<file path="config.mk">
export PLATFORM = sky130hd
export DESIGN_NAME = aems_bank
export DESIGN_NICKNAME = d
export VERILOG_FILES = /design/src/design/aems_pkg.sv /design/src/design/aems_bank.sv /design/src/design/aems_flag_bank.sv
export SDC_FILE = /design/constraint.sdc
export NUM_CORES = 1
export LEC_CHECK = 0
export ABC_AREA = 1
export BUFFER_PORTS_ARGS = -buffer_cell sky130_fd_sc_hd__buf_4
export CAP_MARGIN = 10
export CORE_UTILIZATION = 40
export CTS_BUF_LIST = sky130_fd_sc_hd__clkbuf_8
export CTS_CLUSTER_SIZE = 10
export DETAILED_ROUTE_END_ITERATION = 16
export PLACE_DENSITY = 0.67
export SLEW_MARGIN = 20
export SYNTH_ARGS = -nofsm -noshare
export SYNTH_HDL_FRONTEND = slang
export SYNTH_HIERARCHICAL = 1
export SYNTH_SLANG_ARGS = --single-unit
</file>
<file path="constraint.sdc">
create_clock -name hclk -period 1.99 [get_ports hclk]
set_input_delay 0.398 -clock hclk [delete_from_list [all_inputs] [get_ports hclk]]
set_output_delay 0.398 -clock hclk [all_outputs]
set_load 0.01 [all_outputs]
</file>
<file path="src/design/aems_pkg.sv">
// Package: register map, field layouts, reset values and bus states of the AER mask/severity bank
package aems_pkg;

  // Register bus geometry
  localparam int          AEMS_ADDR_W = 12;
  localparam int          AEMS_DATA_W = 32;
  localparam int          AEMS_IRQ_W  = 3;

  // Register byte offsets
  localparam logic [11:0] AEMS_OFF_SUPPRESS = 12'h108;
  localparam logic [11:0] AEMS_OFF_FATALITY = 12'h10C;
  localparam logic [11:0] AEMS_OFF_COR_FLAG = 12'h110;
  localparam logic [11:0] AEMS_OFF_IRQ_STAT = 12'h130;
  localparam logic [11:0] AEMS_OFF_IRQ_MASK = 12'h134;

  // Uncorrectable event bit positions
  localparam int AEMS_UNC_TRAINING   = 0;
  localparam int AEMS_UNC_DL_PROTO   = 4;
  localparam int AEMS_UNC_POISONED   = 12;
  localparam int AEMS_UNC_FC_PROTO   = 13;
  localparam int AEMS_UNC_CPL_TMO    = 14;
  localparam int AEMS_UNC_CPL_ABORT  = 15;
  localparam int AEMS_UNC_UNEXP_CPL  = 16;
  localparam int AEMS_UNC_RX_OVFL    = 17;
  localparam int AEMS_UNC_MALFORMED  = 18;
  localparam int AEMS_UNC_ECRC       = 19;
  localparam int AEMS_UNC_UNSUP_REQ  = 20;

  // Correctable event bit positions
  localparam int AEMS_COR_RX_ERR     = 0;
  localparam int AEMS_COR_BAD_TLP    = 6;
  localparam int AEMS_COR_BAD_DLLP   = 7;
  localparam int AEMS_COR_REPLAY_ROLL = 8;
  localparam int AEMS_COR_REPLAY_TMO = 12;

  // Interrupt status / mask bit positions
  localparam int AEMS_IRQ_FATAL      = 0;
  localparam int AEMS_IRQ_NONFATAL   = 1;
  localparam int AEMS_IRQ_COR        = 2;

  // Implemented bits; everything else reads zero
  localparam logic [31:0] AEMS_UNC_IMPL   = 32'h001FF011;
  localparam logic [31:0] AEMS_COR_IMPL   = 32'h000011C1;

  // Reset values
  localparam logic [31:0] AEMS_SUPPRESS_RST = 32'h00000000;
  localparam logic [31:0] AEMS_FATALITY_RST = 32'h00062011;
  localparam logic [2:0]  AEMS_IRQ_MASK_RST = 3'h0;

  // Bus data-phase states
  typedef enum logic [1:0] {
    BUS_IDLE,
    BUS_WRITE,
    BUS_RD_WAIT,
    BUS_RD_DONE
  } aems_bus_st_t;

endpackage

</file>
<file path="src/design/aems_bank.sv">
// AER uncorrectable mask/severity and correctable status bank with AHB-Lite slave
//
// The AHB-Lite interface to the registers was left to the implementer.
`timescale 1ns/1ps
`default_nettype none

// Function
// Suppress bit 0 stops logging and messages for training errors; resets zero.
// Suppress bit 4 stops logging and messages for data link protocol errors.
// Suppress bit 12 stops logging and messages for poisoned TLPs, received or generated.
// Bits 13, 14, 15 suppress flow control, completion timeout, completer abort.
// Bit 16 suppresses unexpected completions, bit 17 receiver overflow; reset zero.
// Bits 18-20 suppress malformed, ECRC, unsupported request; bits above 20 read zero.
// Fatality bit one means fatal; training, DL, FC, overflow, malformed reset fatal.
// Correctable bit 0 sets on receiver error; write one clears; resets zero.
// Correctable bit 6 sets on bad TLP, bit 7 on bad DLLP; W1C.
// Correctable bit 8 sets on replay counter rollover; W1C.
// Correctable bit 12 sets on replay timer expiry; other bits read zero.
// Mask, fatality and correctable flags survive hot reset; only power-on resets them.
// Fatality bit of an unmasked error picks fatal or non-fatal message.
module aems_bank (
  // Clock and power-on reset
  input  wire logic                          hclk,
  input  wire logic                          hresetn,
  // Conventional / hot reset from the link core, one-cycle pulse
  input  wire logic                          hot_reset,
  // AHB-Lite slave
  input  wire logic                          hsel,
  input  wire logic [aems_pkg::AEMS_ADDR_W-1:0] haddr,
  input  wire logic [1:0]                    htrans,
  input  wire logic                          hwrite,
  input  wire logic [2:0]                    hsize,
  input  wire logic [aems_pkg::AEMS_DATA_W-1:0] hwdata,
  input  wire logic                          hready,
  output logic [aems_pkg::AEMS_DATA_W-1:0]   hrdata,
  output logic                               hreadyout,
  output logic                               hresp,
  // Error event strobes, one cycle, same clock domain
  input  wire logic [31:0]                   unc_err_evt,
  input  wire logic [31:0]                   cor_err_evt,
  // Header log and error message requests toward the logging path
  output logic                               hdr_log_req,
  output logic [31:0]                        hdr_log_vec,
  output logic                               msg_fatal,
  output logic                               msg_nonfatal,
  // Interrupt
  output logic                               irq
);

  import aems_pkg::*;

  // Bus state and captured address phase
  aems_bus_st_t         bus_st_q;
  aems_bus_st_t         bus_st_d;
  logic [AEMS_ADDR_W-1:0] addr_q;
  logic [AEMS_DATA_W-1:0] hrdata_q;

  // Register contents
  logic [31:0]          suppress_q;
  logic [31:0]          fatality_q;
  logic [31:0]          cor_flag;
  logic [AEMS_IRQ_W-1:0] irq_stat;
  logic [AEMS_IRQ_W-1:0] irq_mask_q;

  // Message path flops
  logic                 log_req_q;
  logic [31:0]          log_vec_q;
  logic                 fatal_q;
  logic                 nonfatal_q;

  // Address-phase acceptance; hsize is not checked, only words are expected
  wire                  take    = hsel & htrans[1] & hready;
  wire                  in_wr   = (bus_st_q == BUS_WRITE);
  wire                  in_rdw  = (bus_st_q == BUS_RD_WAIT);
  wire [9:0]            widx    = addr_q[11:2];

  // Register selects from the captured address
  wire                  sel_sup = (widx == AEMS_OFF_SUPPRESS[11:2]);
  wire                  sel_fat = (widx == AEMS_OFF_FATALITY[11:2]);
  wire                  sel_cor = (widx == AEMS_OFF_COR_FLAG[11:2]);
  wire                  sel_ist = (widx == AEMS_OFF_IRQ_STAT[11:2]);
  wire                  sel_imk = (widx == AEMS_OFF_IRQ_MASK[11:2]);

  // Write and read-side strobes
  wire                  wr_sup  = in_wr & sel_sup;
  wire                  wr_fat  = in_wr & sel_fat;
  wire                  wr_cor  = in_wr & sel_cor;
  wire                  wr_imk  = in_wr & sel_imk;
  wire                  rd_ist  = in_rdw & sel_ist;

  // Unmasked uncorrectable events and their class
  wire [31:0]           unc_hit   = unc_err_evt & AEMS_UNC_IMPL & ~suppress_q;
  wire                  hit_any   = |unc_hit;
  wire                  hit_fatal = |(unc_hit & fatality_q);
  wire                  hit_nfat  = |(unc_hit & ~fatality_q);

  // Correctable flag set/clear strobes
  wire [31:0]           cor_set   = cor_err_evt & AEMS_COR_IMPL;
  wire [31:0]           cor_clr   = wr_cor ? hwdata : 32'h00000000;

  // Interrupt events and read-to-clear
  wire [AEMS_IRQ_W-1:0] irq_set   = {|cor_set, hit_nfat, hit_fatal};
  wire [AEMS_IRQ_W-1:0] irq_clr   = rd_ist ? {AEMS_IRQ_W{1'b1}} : {AEMS_IRQ_W{1'b0}};

  // Read mux; reserved bits are already zero in the stored values
  wire [31:0]           rd_word   = sel_sup ? suppress_q :
                                    sel_fat ? fatality_q :
                                    sel_cor ? cor_flag :
                                    sel_ist ? {29'h0, irq_stat} :
                                    sel_imk ? {29'h0, irq_mask_q} :
                                    32'h00000000;

  // Next bus state; reads take one wait state so a preceding write is seen
  always_comb
  begin
    case (bus_st_q)
      BUS_RD_WAIT:
        bus_st_d = BUS_RD_DONE;
      BUS_IDLE,
      BUS_WRITE,
      BUS_RD_DONE:
        if (take)
          bus_st_d = hwrite ? BUS_WRITE : BUS_RD_WAIT;
        else
          bus_st_d = BUS_IDLE;
      default:
        bus_st_d = BUS_IDLE;
    endcase
  end

  // Bus handshake outputs
  assign hreadyout = ~in_rdw;
  assign hresp     = 1'b0;
  assign hrdata    = hrdata_q;

  // Bus state and address capture
  always_ff @(posedge hclk or negedge hresetn)
  begin
    if (!hresetn)
    begin
      bus_st_q <= BUS_IDLE;
      addr_q   <= '0;
    end
    else
    begin
      bus_st_q <= bus_st_d;
      if (take)
        addr_q <= haddr;
    end
  end

  // Read data latched at the end of the wait state
  always_ff @(posedge hclk or negedge hresetn)
  begin
    if (!hresetn)
      hrdata_q <= 32'h00000000;
    else if (in_rdw)
      hrdata_q <= rd_word;
  end

  // Sticky mask and fatality; hot reset deliberately does not touch them
  always_ff @(posedge hclk or negedge hresetn)
  begin
    if (!hresetn)
    begin
      suppress_q <= AEMS_SUPPRESS_RST;
      fatality_q <= AEMS_FATALITY_RST;
    end
    else
    begin
      if (wr_sup)
        suppress_q <= hwdata & AEMS_UNC_IMPL;
      if (wr_fat)
        fatality_q <= hwdata & AEMS_UNC_IMPL;
    end
  end

  // Sticky correctable flags: only power-on reset clears them besides W1C
  aems_flag_bank #(
    .W    (32),
    .IMPL (AEMS_COR_IMPL)
  ) u_cor_flags (
    .clk      (hclk),
    .rst_n    (hresetn),
    .bank_clr (1'b0),
    .set      (cor_set),
    .clr      (cor_clr),
    .q        (cor_flag)
  );

  // Interrupt status is not sticky, so a hot reset drops it
  aems_flag_bank #(
    .W    (AEMS_IRQ_W),
    .IMPL ({AEMS_IRQ_W{1'b1}})
  ) u_irq_stat (
    .clk      (hclk),
    .rst_n    (hresetn),
    .bank_clr (hot_reset),
    .set      (irq_set),
    .clr      (irq_clr),
    .q        (irq_stat)
  );

  // Interrupt mask: a one enables the matching status bit
  always_ff @(posedge hclk or negedge hresetn)
  begin
    if (!hresetn)
      irq_mask_q <= AEMS_IRQ_MASK_RST;
    else if (hot_reset)
      irq_mask_q <= AEMS_IRQ_MASK_RST;
    else if (wr_imk)
      irq_mask_q <= hwdata[AEMS_IRQ_W-1:0];
  end

  assign irq = |(irq_stat & irq_mask_q);

  // Logging and message requests, registered one cycle after the event
  always_ff @(posedge hclk or negedge hresetn)
  begin
    if (!hresetn)
    begin
      log_req_q  <= 1'b0;
      log_vec_q  <= 32'h00000000;
      fatal_q    <= 1'b0;
      nonfatal_q <= 1'b0;
    end
    else if (hot_reset)
    begin
      log_req_q  <= 1'b0;
      log_vec_q  <= 32'h00000000;
      fatal_q    <= 1'b0;
      nonfatal_q <= 1'b0;
    end
    else
    begin
      log_req_q  <= hit_any;
      log_vec_q  <= unc_hit;
      fatal_q    <= hit_fatal;
      nonfatal_q <= hit_nfat;
    end
  end

  assign hdr_log_req  = log_req_q;
  assign hdr_log_vec  = log_vec_q;
  assign msg_fatal    = fatal_q;
  assign msg_nonfatal = nonfatal_q;

endmodule

`default_nettype wire

</file>
<file path="src/design/aems_flag_bank.sv">
// Bank of sticky event flags: hardware sets, a clear strobe clears, set wins
`timescale 1ns/1ps
`default_nettype none

module aems_flag_bank #(
  parameter int            W    = 32,
  parameter logic [W-1:0]  IMPL = '1
) (
  // Clock and reset
  input  wire logic         clk,
  input  wire logic         rst_n,
  // Whole-bank clear, for flags that a warm reset must drop
  input  wire logic         bank_clr,
  // Per-bit set and clear strobes
  input  wire logic [W-1:0] set,
  input  wire logic [W-1:0] clr,
  // Flag values
  output logic      [W-1:0] q
);

  genvar i;

  // One flop per implemented bit; unimplemented bits are tied low
  generate
    for (i = 0; i < W; i = i + 1)
    begin : g_bit
      if (IMPL[i])
      begin : g_impl
        logic flag_q;

        // Set beats clear so an event in the clearing cycle is kept
        always_ff @(posedge clk or negedge rst_n)
        begin
          if (!rst_n)
            flag_q <= 1'b0;
          else if (set[i])
            flag_q <= 1'b1;
          else if (clr[i] || bank_clr)
            flag_q <= 1'b0;
        end

        // Each implemented bit is driven from its own flop by a continuous assignment
        assign q[i] = flag_q;
      end
      else
      begin : g_rsvd
        assign q[i] = 1'b0;
      end
    end
  endgenerate

endmodule

`default_nettype wire

</file>
==> results.toml <==
[sta]
finalCriticalPeriod_ps = 1580
timing.hold.ws_ps = -15.1
maxSlewViolCount = 0
setup-violations-final = 0
hold_violations = 16
clock_skew_ps = 8.99
fin_crit_sh = 0.792
tns_ps = 0
rsz0062_at_grt = "no"
max_freq_mhz = 634

[clock_tree]
clkSinkCount = 91
clockBufferDepth = 2
cts_inserted_buffers = 9
cts.clk_slew.worst_paths_ps = 90
clk_latency_ps = 370
clock-root-buffer = "clkbuf_8"
ctsResizeCount = 0
hold_buffers = 0
htree_levels = 3
cts_tree = "yes"
post_cts_buffers = 0

[layout]
fin_nets = 825
fin_util = 0.499
stdcell_count = 854
layout-drive-gt1-share = 0.212
antenna_cells = 0
area.growth.synth_to_final_pct = 21.1

[critical_path]
endpoint_kind = "flop"
r2r_end = "hrdata[12]"
r2r_slack_ps = 410
worstReg2RegStart = "addr_q[2]"
path_class = "reg -> reg"
cp_common_cell = "nand2_1"
max_stage_delay_ps = 480
crit_chain = "nor2_2, nand2_1, nor3_2, buf_4, nand2_1, nand2_1, nor2_1, nor2_1"
arrival_ps = 1880
critPathLaunchType = "flop"
critPathSlowestCell = "dfrtp_1"
r2r_cells = 8
worstPathRequired_ps = 2290
path_max_fanout = 10

[drt]
wl_per_cell_um = 13.3
drc_errors = 0
drt_iter0_markers = 212
ant_nets = 0
totalWireLength_mm = 11.3
vias = 3890
dr.pass1.iters = 4
avgViaCountPerCell = 4.56

[floorplanning]
die-height_um = 110
rows = 39
ios = 189
core_um2 = 11400
start_util = 0.412
dieArea_um2 = 12200
die_w_um = 110

[logic_synthesis]
syn_area_per_cell_um2 = 7.75
netlist_area_um2 = 4700
ys_warn_count = 6
syn-instance-count = 607

[power]
p_per_area_nw_per_um2 = 773
p_switching_mw = 1.21
p_sw_frac = 0.275
power_frac_seq = 0.458
pwr-share-clk = 0.380
p_leak_nw = 3.12
power.share.combinational = 0.162
max-vdd-ir-drop_mv = 0.384
intPower_mw = 3.19

[grt]
grt_max_degree = 36
grt_pass1_wl_mm = 18.9
grtUsageTotal = 0.195
antenna_found_initial = 0
overflow = 0
grt_pass1_vias = 3745

[placement]
port_buffers = 96
post-place-cells = 838
gp_congestion = 0.875
place.detailed.hpwl_mm = 8.38

[run_status]
status = "complete, but fails checks"
violations = "negative hold slack"

[flow_run]
drv_cap = 0

[hold_path]
hp-class = "in -> async"
layout make-up:
class,instances,area (um^2)
inverter,60,225
clock inverter,6,136
timing repair buffer,115,876
sequential,91,2280
fill,1120,5720
tap,143,179
clock buffer,10,138
multi-input combinational,429,1860
worst max path at each step:
| stage | startpoint | endpoint | slack, ps | cells after the start |
|---|---|---|---|---|
| 6_report | addr_q[2] | hrdata[12] | 410 | 8 |
| 5_1_grt | addr_q[4] | hrdata[13] | 200 | 8 |
| 4_1_cts | bus_st_q[0] | hreadyout | 410 | 3 |
| 3_5_place_dp | addr_q[2] | hrdata[12] | 450 | 8 |
| 3_3_place_gp | addr_q[2] | hrdata[12] | 480 | 8 |
| 2_1_floorplan | addr_q[9] | u_cor_flags/g_bit[8].g_impl.flag_q | 590 | 11 |
placed cells by master (no fill, tap or decap), drive strengths merged:
cell / instances
conb: 54
nand3: 32
nor3: 14
nor2: 72
nor3b: 2
mux2: 3
a21o: 1
dfstp: 5
o21ai: 21
inv: 60
o22ai: 2
o211ai: 2
clkinv: 1
buf: 115
nor4: 2
clkbuf: 10
a21oi: 9
bufinv: 4
nand4: 22
nand2: 193
dfrtp: 86
clkinvlp: 1
critical path: cells and delay by family, from the launching register on:
| kind | cells | cell delay, ps |
|---|---|---|
| simple gates | 7 | 800 |
| flops | 1 | 480 |
| buf+inv | 1 | 230 |
routing by layer:
metal,wire (um),track usage
met5,0,0
met3,705,0.0329
met4,159,0.0853
met1,5090,0.264
met2,5380,0.306
power groups by stage:
| stage | registers [mW] | logic (mW) | clock network (mW) |
|---|---|---|---|
| 6_report | 2.02 | 0.716 | 1.67 |
| 5_1_grt | 2.03 | 0.799 | 1.78 |
| 4_1_cts | 2.02 | 0.718 | 1.70 |
| 3_5_place_dp | 2.05 | 0.716 | 0 |
| 3_3_place_gp | 2.05 | 0.704 | 0 |
| 2_1_floorplan | 2.06 | 0.451 | 0 |
flip-flops by register name (all words and copies together) (netlist names), 2 cells and up:
signal	flops
suppress_q	11
irq_mask_q	3
bus_st_q	2
u_cor_flags/g_bit.g_impl.flag_q	5
u_irq_stat/g_bit.g_impl.flag_q	3
hdr_log_vec	11
hrdata	32
addr_q	10
fatality_q	11
per-stage QoR:
| stage | power [mW] | setup WS, ps | hold slack [ps] | cell area (um^2) |
|---|---|---|---|---|
| CTS | 4.43 | 407 | 5.61 | 5690 |
| floorplan | 2.51 | 590 | 102 | 4900 |
| global route | 4.61 | 203 | 18.2 | 5690 |
| global placement | 2.75 | 481 | 397 | 5420 |
| finish | 4.40 | 414 | -15.1 | 5690 |
| detailed placement | 2.77 | 452 | 393 | 5420 |
(Power assumes the default switching activity.)
